===== src/design/wwd_map.vh =====
`ifndef WWD_MAP_VH
`define WWD_MAP_VH
// Notes on behaviour
// - At reset, only the flag matching the reset source is updated, except power-on, which loads all flags.
// - Hardware returns reset-cause flags to inactive only at power-on; otherwise software does that.
// - Software may write flags active; such writes never start a reset.
// - Time-out without a clear instruction requests a device reset.
// - In windowed operation a clear is accepted only while the window is open.
// - Period code n up to 10010 divides watchdog clock by 2^(n+5).
// - Reserved period codes 10011 to 11111 use the minimum ratio 1:32.
// - Period config 11111: field resets to 01011, writable; else config value, read-only.
// - Software enable bit works only in mode 01; ignored in other modes.
// - Clock select 000 picks low-frequency clock, 001 medium; others reserved.
// - Clock config 111: select resets to 000, writable; else follows config, read-only.
// - Window code 111 is fully open; code k opens final (k+1) eighths.
// - Window field resets to window config; writable only when config is 111.
// - Eighteen-bit prescale counter is readable, read-only, resets to zero, split over three registers.
// - Window counter in timer bits 7:3; open when count reaches 4x(7-k).
// - Timer bit 2 reads 1 while armed, 0 otherwise.
// - Modes 1x enable clock by config; mode 01 uses software enable and select field.
// - Mode 11 always runs, also during Sleep.
// - Mode 10 runs while awake, no protection during Sleep.
// - Mode 01 follows software enable alone; Sleep does not change it.
// - A clear outside the open window is a violation and causes a watchdog reset.
// - Windowed clear needs a prior arm by reading control register 0.
// - A violation clears the violation flag active-low; power-on or software sets it.
// - Any write to either control register clears the watchdog counters.

// ----------------------------------------
// Register byte addresses
// ----------------------------------------
`define WWD_ADDR_FLAGS   8'h00
`define WWD_ADDR_CTRL0   8'h04
`define WWD_ADDR_CTRL1   8'h08
`define WWD_ADDR_PSLOW   8'h0c
`define WWD_ADDR_PSHIGH  8'h10
`define WWD_ADDR_TIMER   8'h14
`define WWD_ADDR_CLEAR   8'h18

// ----------------------------------------
// Field positions and values
// ----------------------------------------
`define WWD_FLAG_STACK_OVERFLOW_FLAG  7
`define WWD_FLAG_STACK_UNDERFLOW_FLAG  6
`define WWD_FLAG_WINVIO  5
`define WWD_FLAG_WDRST   4
`define WWD_FLAG_PINRST  3
`define WWD_FLAG_INSTR   2
`define WWD_FLAG_POR     1
`define WWD_FLAG_BOR     0
`define WWD_PS_MAXCODE   5'h12
`define WWD_PS_UNLOCK    5'h1f
`define WWD_PS_DEFAULT   5'h0b
`define WWD_CS_UNLOCK    3'h7
`define WWD_CS_DEFAULT   3'h0
`define WWD_WIN_UNLOCK   3'h7
`define WWD_MODE_SW      2'h1
`define WWD_MODE_AWAKE   2'h2
`define WWD_MODE_ALWAYS  2'h3
`define WWD_FLAGS_POR    8'h3c
`endif


===== src/design/wwd_tick_sync.v =====
`timescale 1ns/100ps
// Edge detector for a watchdog oscillator tick, taken as synchronous input.
module wwd_tick_sync (
  input  wire clk,
  input  wire resetn,
  input  wire level,
  output wire rise
);
  reg last_q;
  always @(posedge clk or negedge resetn) begin
    if (!resetn) begin
      last_q <= 1'h0;
    end else begin
      last_q <= level;
    end
  end
  assign rise = level & ~last_q;
endmodule


===== src/design/wwd_top.v =====
`timescale 1ns/100ps
`include "wwd_map.vh"
module wwd_top (
  input  wire        clk,
  input  wire        resetn,
  input  wire        psel,
  input  wire        penable,
  input  wire        pwrite,
  input  wire [7:0]  paddr,
  input  wire [31:0] pwdata,
  output reg  [31:0] prdata,
  output reg         pready,
  output reg         pslverr,
  input  wire [1:0]  watchdogModeConfig,
  input  wire [4:0]  periodConfigField,
  input  wire [2:0]  clockConfigField,
  input  wire [2:0]  windowConfigField,
  input  wire        lowFreqInternalOsc,
  input  wire        mediumFreqInternalOsc,
  input  wire        sleepMode,
  input  wire        watchdogClearInstruction,
  input  wire        causePowerOn,
  input  wire        causeBrownOut,
  input  wire        causeExternalPin,
  input  wire        causeResetInstruction,
  input  wire        causeStackOverflow,
  input  wire        causeStackUnderflow,
  output reg         watchdogResetReq
);
  // ----------------------------------------
  // Register state
  // ----------------------------------------
  reg  [7:0]  flags_q;
  reg  [7:0]  flags_d;
  reg  [4:0]  periodSel_q;
  reg  [4:0]  periodSel_d;
  reg         swEnable_q;
  reg         swEnable_d;
  reg  [2:0]  clockSel_q;
  reg  [2:0]  clockSel_d;
  reg  [2:0]  windowSel_q;
  reg  [2:0]  windowSel_d;
  reg  [17:0] prescale_q;
  reg  [17:0] prescale_d;
  reg  [4:0]  winCount_q;
  reg  [4:0]  winCount_d;
  reg         armed_q;
  reg         armed_d;
  reg         loaded_q;
  reg         prevCause_q;
  reg  [31:0] rdata_d;
  reg         slverr_d;
  wire        lfTick;
  wire        mfTick;
  wire        winOpen;
  wire        periodUnlocked;
  wire        clockUnlocked;
  wire        windowUnlocked;
  wire [4:0]  effPeriod;
  wire [2:0]  effClock;
  wire [2:0]  effWindow;
  wire        reservedPeriod;
  wire        running;
  wire        tick;
  wire [17:0] stepMask;
  wire        step;
  wire        timeout;
  wire        windowed;
  wire        clearReq;
  wire        violation;
  wire        setupCycle;
  wire        wrAccess;
  wire        rdAccess;
  wire        selFlags;
  wire        selCtrl0;
  wire        selCtrl1;
  wire        wrFlags;
  wire        wrCtrl0;
  wire        wrCtrl1;
  wire        rdCtrl0;
  wire        ctrlWrite;
  wire        anyCause;
  wire        causeEdge;
  wire        counterClear;

  wwd_tick_sync uLf (
    .clk    (clk),
    .resetn (resetn),
    .level  (lowFreqInternalOsc),
    .rise   (lfTick)
  );
  wwd_tick_sync uMf (
    .clk    (clk),
    .resetn (resetn),
    .level  (mediumFreqInternalOsc),
    .rise   (mfTick)
  );
  wwd_window_check uWin (
    .count  (winCount_q),
    .winSel (effWindow),
    .isOpen (winOpen)
  );

  // ----------------------------------------
  // Access decode
  // ----------------------------------------
  assign setupCycle = psel & ~penable;
  assign wrAccess   = psel & penable & pready & pwrite;
  assign rdAccess   = psel & penable & pready & ~pwrite;
  assign selFlags   = paddr == `WWD_ADDR_FLAGS;
  assign selCtrl0   = paddr == `WWD_ADDR_CTRL0;
  assign selCtrl1   = paddr == `WWD_ADDR_CTRL1;
  assign wrFlags    = wrAccess & selFlags;
  assign wrCtrl0    = wrAccess & selCtrl0;
  assign wrCtrl1    = wrAccess & selCtrl1;
  assign rdCtrl0    = rdAccess & selCtrl0;
  assign ctrlWrite  = wrCtrl0 | wrCtrl1;
  assign anyCause   = causePowerOn | causeBrownOut | causeExternalPin | causeResetInstruction
                    | causeStackOverflow | causeStackUnderflow;
  assign causeEdge  = anyCause & ~prevCause_q;

  // Locked fields track the configuration directly, so a changed strap shows at once.
  assign periodUnlocked = periodConfigField == `WWD_PS_UNLOCK;
  assign clockUnlocked  = clockConfigField == `WWD_CS_UNLOCK;
  assign windowUnlocked = windowConfigField == `WWD_WIN_UNLOCK;
  assign effPeriod      = periodUnlocked ? periodSel_q : periodConfigField;
  assign effClock       = clockUnlocked ? clockSel_q : clockConfigField;
  assign effWindow      = windowUnlocked ? windowSel_q : windowConfigField;

  // ----------------------------------------
  // Run control and time base
  // ----------------------------------------
  assign running = (watchdogModeConfig == `WWD_MODE_ALWAYS)
                 | ((watchdogModeConfig == `WWD_MODE_AWAKE) & ~sleepMode)
                 | ((watchdogModeConfig == `WWD_MODE_SW) & swEnable_q);
  // Reserved clock codes select no clock, so the counters stall there.
  assign tick = (effClock == 3'h0) ? lfTick : ((effClock == 3'h1) ? mfTick : 1'h0);
  assign reservedPeriod = effPeriod > `WWD_PS_MAXCODE;
  // Ratio 2^(n+5) over 32 window steps gives one step every 2^n prescaler ticks.
  assign stepMask     = reservedPeriod ? 18'h00000 : ((18'h00001 << effPeriod) - 18'h00001);
  assign step         = running & tick & ((prescale_q & stepMask) == stepMask);
  assign timeout      = step & (winCount_q == 5'h1f);
  assign windowed     = effWindow != 3'h7;
  assign clearReq     = running & watchdogClearInstruction;
  assign violation    = clearReq & windowed & (~winOpen | ~armed_q);
  assign counterClear = ~running | ctrlWrite | clearReq | anyCause;

  always @* begin
    prescale_d = prescale_q;
    winCount_d = winCount_q;
    armed_d    = armed_q;
    if (counterClear) begin
      prescale_d = 18'h00000;
      winCount_d = 5'h00;
      armed_d    = rdCtrl0 & ~clearReq;
    end else begin
      if (tick) begin
        if (step && reservedPeriod) begin
          prescale_d = 18'h00000;
        end else begin
          prescale_d = prescale_q + 18'h00001;
        end
      end
      if (step) begin
        winCount_d = winCount_q + 5'h01;
      end
      if (rdCtrl0) begin
        armed_d = 1'h1;
      end
    end
  end

  always @(posedge clk or negedge resetn) begin
    if (!resetn) begin
      prescale_q <= 18'h00000;
    end else begin
      prescale_q <= prescale_d;
    end
  end

  always @(posedge clk or negedge resetn) begin
    if (!resetn) begin
      winCount_q <= 5'h00;
    end else begin
      winCount_q <= winCount_d;
    end
  end

  always @(posedge clk or negedge resetn) begin
    if (!resetn) begin
      armed_q <= 1'h0;
    end else begin
      armed_q <= armed_d;
    end
  end

  // ----------------------------------------
  // Reset-cause flags and control fields
  // ----------------------------------------
  always @* begin
    flags_d = flags_q;
    if (wrFlags) begin
      flags_d = pwdata[7:0];
    end
    // Hardware events come after the bus write so that they win in a shared cycle.
    if (timeout) begin
      flags_d[`WWD_FLAG_WDRST] = 1'h0;
    end
    if (violation) begin
      flags_d[`WWD_FLAG_WINVIO] = 1'h0;
    end
    if (causeEdge) begin
      if (causePowerOn) begin
        flags_d = `WWD_FLAGS_POR & 8'hfc;
      end else if (causeBrownOut) begin
        flags_d[`WWD_FLAG_BOR] = 1'h0;
      end else if (causeExternalPin) begin
        flags_d[`WWD_FLAG_PINRST] = 1'h0;
      end else if (causeResetInstruction) begin
        flags_d[`WWD_FLAG_INSTR] = 1'h0;
      end else if (causeStackOverflow) begin
        flags_d[`WWD_FLAG_STACK_OVERFLOW_FLAG] = 1'h1;
      end else begin
        flags_d[`WWD_FLAG_STACK_UNDERFLOW_FLAG] = 1'h1;
      end
    end
  end

  always @* begin
    periodSel_d = periodSel_q;
    swEnable_d  = swEnable_q;
    clockSel_d  = clockSel_q;
    windowSel_d = windowSel_q;
    if (!loaded_q) begin
      windowSel_d = windowConfigField;
    end
    if (wrCtrl0) begin
      if (periodUnlocked) begin
        periodSel_d = pwdata[5:1];
      end
      swEnable_d = pwdata[0];
    end
    if (wrCtrl1) begin
      if (clockUnlocked) begin
        clockSel_d = pwdata[6:4];
      end
      if (windowUnlocked) begin
        windowSel_d = pwdata[2:0];
      end
    end
    if (causeEdge) begin
      periodSel_d = `WWD_PS_DEFAULT;
      swEnable_d  = 1'h0;
      clockSel_d  = `WWD_CS_DEFAULT;
      windowSel_d = windowConfigField;
    end
  end

  always @(posedge clk or negedge resetn) begin
    if (!resetn) begin
      flags_q <= `WWD_FLAGS_POR;
    end else begin
      flags_q <= flags_d;
    end
  end

  always @(posedge clk or negedge resetn) begin
    if (!resetn) begin
      periodSel_q <= `WWD_PS_DEFAULT;
    end else begin
      periodSel_q <= periodSel_d;
    end
  end

  always @(posedge clk or negedge resetn) begin
    if (!resetn) begin
      swEnable_q <= 1'h0;
    end else begin
      swEnable_q <= swEnable_d;
    end
  end

  always @(posedge clk or negedge resetn) begin
    if (!resetn) begin
      clockSel_q <= `WWD_CS_DEFAULT;
    end else begin
      clockSel_q <= clockSel_d;
    end
  end

  always @(posedge clk or negedge resetn) begin
    if (!resetn) begin
      windowSel_q <= 3'h7;
    end else begin
      windowSel_q <= windowSel_d;
    end
  end

  always @(posedge clk or negedge resetn) begin
    if (!resetn) begin
      loaded_q <= 1'h0;
    end else begin
      loaded_q <= 1'h1;
    end
  end

  always @(posedge clk or negedge resetn) begin
    if (!resetn) begin
      prevCause_q <= 1'h0;
    end else begin
      prevCause_q <= anyCause;
    end
  end

  always @(posedge clk or negedge resetn) begin
    if (!resetn) begin
      watchdogResetReq <= 1'h0;
    end else begin
      watchdogResetReq <= timeout | violation;
    end
  end

  // ----------------------------------------
  // APB slave: no wait states, error on unmapped address
  // ----------------------------------------
  always @* begin
    slverr_d = 1'h0;
    rdata_d  = 32'h00000000;
    if (setupCycle) begin
      case (paddr)
        `WWD_ADDR_FLAGS:  rdata_d = {24'h000000, flags_q};
        `WWD_ADDR_CTRL0:  rdata_d = {24'h000000, 2'h0, effPeriod, swEnable_q};
        `WWD_ADDR_CTRL1:  rdata_d = {24'h000000, 1'h0, effClock, 1'h0, effWindow};
        `WWD_ADDR_PSLOW:  rdata_d = {24'h000000, prescale_q[7:0]};
        `WWD_ADDR_PSHIGH: rdata_d = {24'h000000, prescale_q[15:8]};
        `WWD_ADDR_TIMER:  rdata_d = {24'h000000, winCount_q, armed_q, prescale_q[17:16]};
        default:          slverr_d = 1'h1;
      endcase
    end
  end

  always @(posedge clk or negedge resetn) begin
    if (!resetn) begin
      pready  <= 1'h0;
      pslverr <= 1'h0;
      prdata  <= 32'h00000000;
    end else begin
      pready  <= setupCycle;
      pslverr <= slverr_d;
      prdata  <= rdata_d;
    end
  end
endmodule


===== src/design/wwd_window_check.v =====
`timescale 1ns/100ps
// Window-open decode from the five-bit window counter.
module wwd_window_check (
  input  wire [4:0] count,
  input  wire [2:0] winSel,
  output wire       isOpen
);
  wire [4:0] threshold;
  assign threshold = {(3'h7 - winSel), 2'h0};
  assign isOpen    = (winSel == 3'h7) | (count >= threshold);
endmodule


===== config.mk =====
export PLATFORM = sky130hd
export DESIGN_NAME = wwd_top
export DESIGN_NICKNAME = d
export VERILOG_FILES = /design/src/design/wwd_tick_sync.v /design/src/design/wwd_top.v /design/src/design/wwd_window_check.v
export VERILOG_INCLUDE_DIRS = /design/src /design/src/design
export SDC_FILE = /design/constraint.sdc
export NUM_CORES = 1
export LEC_CHECK = 0
export BUFFER_PORTS_ARGS = -buffer_cell sky130_fd_sc_hd__buf_2
export CELL_PAD_IN_SITES_DETAIL_PLACEMENT = 1
export CELL_PAD_IN_SITES_GLOBAL_PLACEMENT = 2
export CORE_MARGIN = 3
export CORE_UTILIZATION = 27
export DETAILED_ROUTE_END_ITERATION = 12
export PLACE_DENSITY = 0.67
export SLEW_MARGIN = 10
export SYNTH_ARGS = -nofsm -noshare
export SYNTH_HDL_FRONTEND = slang
export SYNTH_HIERARCHICAL = 1
export SYNTH_SLANG_ARGS = --single-unit

===== constraint.sdc =====
create_clock -name clk -period 3.2 [get_ports clk]
set_input_delay 0.32 -clock clk [delete_from_list [all_inputs] [get_ports clk]]
set_output_delay 0.32 -clock clk [all_outputs]
set_load 0.01 [all_outputs]

==> results_dict.tcl <==
set metrics [dict create \
    status "finished clean" \
    worstSetupPathType "reg -> reg" \
    drive_above_1_share 0.237 \
    synth_cell_types 76 \
    slew_viol_final 0 \
    worst_slew_pin_slew_ns 0.791 \
    cp.arrival_ns 3.32 \
    synth.largest_area_cell "dfrtp_1" \
    hold_violations 0 \
    wire_per_inst_um 19.3 \
    crit_chain "nand4b_2 > or4_4 > nand2_4 > nand3_1 > ha_2 > o22ai_1 > nor3_1 > nor4b_2 > o2111ai_2 > o31a_1 > o21a_1 > o21a_1" \
    clock_latency_ns 0.33 \
    syn_to_final_growth_pct 18.9 \
    root_buffer "clkbuf_16" \
    fin_crit_sh 0.968 \
    cp-start-kind "register" \
    synth-seq-cells 59 \
    dr.pass1.iters 5 \
    drcViolationCount 0 \
    ir_drop_mv 0.173 \
    die_area_um2 17100 \
    drt-total-wl_um 14200 \
    final_core_utilization 0.336 \
    cts_buffers 9 \
    postLayoutSetupSlackWorst_ns 0.102 \
    grt_pass1_vias 3936 \
    clock_skew_ns 0.00561 \
    h-tree-depth 3 \
    syn_area_um2 4200 \
    grtUsageTotal 0.173 \
    yosys_warnings 6 \
    finish.net_count 623 \
    clk_pin_slew_ns 0.05 \
    cp_common_cell "o21a_1" \
    synth_area_leaders "dfrtp_1 (29%), dfstp_2 (6.3%), mux2i_1 (5.2%), buf_4 (5.0%), nor2_1 (4.0%)" \
    cap_violations 0 \
    holdWs_ns 0.0648 \
    ys.flop_type "dfrtp_1" \
    slew-limit-headroom 0.470 \
    dpl-instance-area_um2 4660 \
    dpl.hpwl_um 11000 \
    synth_commonest_cells "dfrtp_1 (49), nor2_1 (45), nand2_1 (40), buf_4 (28), o21ai_0 (28)" \
    cts.sinks 59 \
    clockBufferDepth 2 \
    end_kind "register" \
    gp_congestion 0.840 \
    die_w_um 131 \
    ant_nets 0 \
    seq_area_frac_synth 0.355 \
    synth.top_cell.area_share 0.292 \
    max_stage_delay_ns 0.44 \
    max_freq_mhz 323 \
    setup_viol 0 \
    yosysMostFrequentCell "dfrtp_1" \
    hold_path_class "in -> async" \
    overflow 0 \
    ioPinCount 103 \
    diodes 0 \
    period_needed_ns 3.10 \
    dp_slack_ns 0.0765 \
    grt_max_degree 33 \
    synth_cells 481 \
    leakagePower_nw 2.33 \
    initial_core_util 0.282 \
    vias_per_cell 5.26 \
    grt_antenna_before_repair 0 \
    grt_pass1_wl_um 22300 \
    synth_edf_count 0 \
    cp_max_fo 5 \
    cp_slowest_cell "or4_4" \
    final_cell_area_um2 4990 \
    vias 3874 \
    worstPathRequired_ns 3.42 \
    portBuffers 54 \
    synth.avg_cell_area_um2 8.73 \
    die_y_um 131 \
    p_per_area_nw_per_um2 408 \
    cts_tree "built" \
    core_area_um2 14900 \
    fp-row-count 44 \
    totalPowerFinal_w 0.00204 \
    async_flop_share 1.00 \
    drt_iter0_markers 190 \
]
## layout make-up
class	instances	area (µm²)
fill	1783	9870
timing repair buffer	76	435
tap	184	230
inverter	16	60.1
clock inverter	6	80.1
clock buffer	10	229
sequential	59	1490
multi-input combinational	386	2470
## worst max-delay path, delay by kind of cell (launching register included)
family | cells | cell delay [ns]
AND/OR/NAND/NOR | 6 | 1.30
AO/OA/AOI/OAI | 5 | 1.00
flip-flops | 1 | 0.36
adder cells (fa/ha/maj) | 1 | 0.32
## worst paths after layout
check,startpoint,endpoint,slack [ns],cells past startpoint
setup / recovery,periodSel_q[3]$_DFFE_PN1P_,winCount_q[3]$_DFFE_PN0P_,0.10,12
hold / removal,resetn,loaded_q$_DFF_PN0_,0.06,1
setup reg to reg,periodSel_q[3]$_DFFE_PN1P_,winCount_q[3]$_DFFE_PN0P_,0.10,12
hold reg to reg,clockSel_q[0]$_DFFE_PN0P_,clockSel_q[0]$_DFFE_PN0P_,0.53,2
max in group asynchronous,resetn,prescale_q[8]$_DFFE_PN0P_,2.26,2
min in group clk,lowFreqInternalOsc,uLf/last_q$_DFF_PN0_,0.11,1
## placed cells by master (no fill, tap or decap), drive strengths merged, types with 3 or more instances in the layout
master and n:
conb 25, dfrtp 49, nand4 14, and3 16
nor2b 8, ha 7, a31oi 6, buf 76
nor3 8, o21ai 50, nor2 46, a21oi 26
mux2 4, nand2 42, o31ai 9, a22oi 3
nor4b 4, clkinv 4, a22o 6, nand3 16
or3 3, or4 3, clkbuf 10, inv 16
nand2b 7, o22ai 5, o21a 6, xnor2 3
mux2i 22, and2 6, dfstp 10, nand3b 4
o2111ai 3
## metrics by stage
step | setup TNS, ns | instances
finish | 0 | 737
global route | -0.0704 | 737
CTS | 0 | 736
detailed placement | 0 | 720
global placement | 0 | 720
floorplan | 0 | 504
## power breakdown
group | internal [W] | total, W | switching, W
clock | 0.000676 | 0.00103 | 0.000351
combinational | 0.0000826 | 0.000229 | 0.000146
sequential | 0.000771 | 0.000784 | 0.0000122
## sequential cells by signal, indices dropped and copies added, names as in the netlist
| name | flops |
|---|---|
| swEnable_q | 1 |
| clockSel_q | 3 |
| uLf/last_q | 1 |
| windowSel_q | 3 |
| winCount_q | 5 |
| armed_q | 1 |
| pslverr | 1 |
| uMf/last_q | 1 |
| prescale_q | 18 |
| flags_q | 8 |
| prdata | 8 |
| prevCause_q | 1 |
| periodSel_q | 5 |
| watchdogResetReq | 1 |
| pready | 1 |
| loaded_q | 1 |
## logic make-up after synthesis
group                      synth area share
xor gates and xnor gates             0.0104
and+or+nand+nor                       0.255
buffers and inverters                0.0826
AOI/OAI and AO/OA                     0.212
DFF                                   0.355
muxes                                0.0632
adders and majority gates            0.0209
other                               0.00179
## metal layers
layer	vias up	wire, µm	track usage
li1	1847	-	-
met1	1926	6750	0.238
met2	91	6730	0.280
met3	10	516	0.0260
met4	0	202	0.0563
met5	-	0	0
## timing repair
action | 4_1_cts | 5_1_grt
hold buffers | 0 | 0
setup endpoints to repair | 0 | 5
resized for setup | 0 | 6
buffers inserted | 0 | 1
Note: power is estimated with default switching activity, not from simulation.
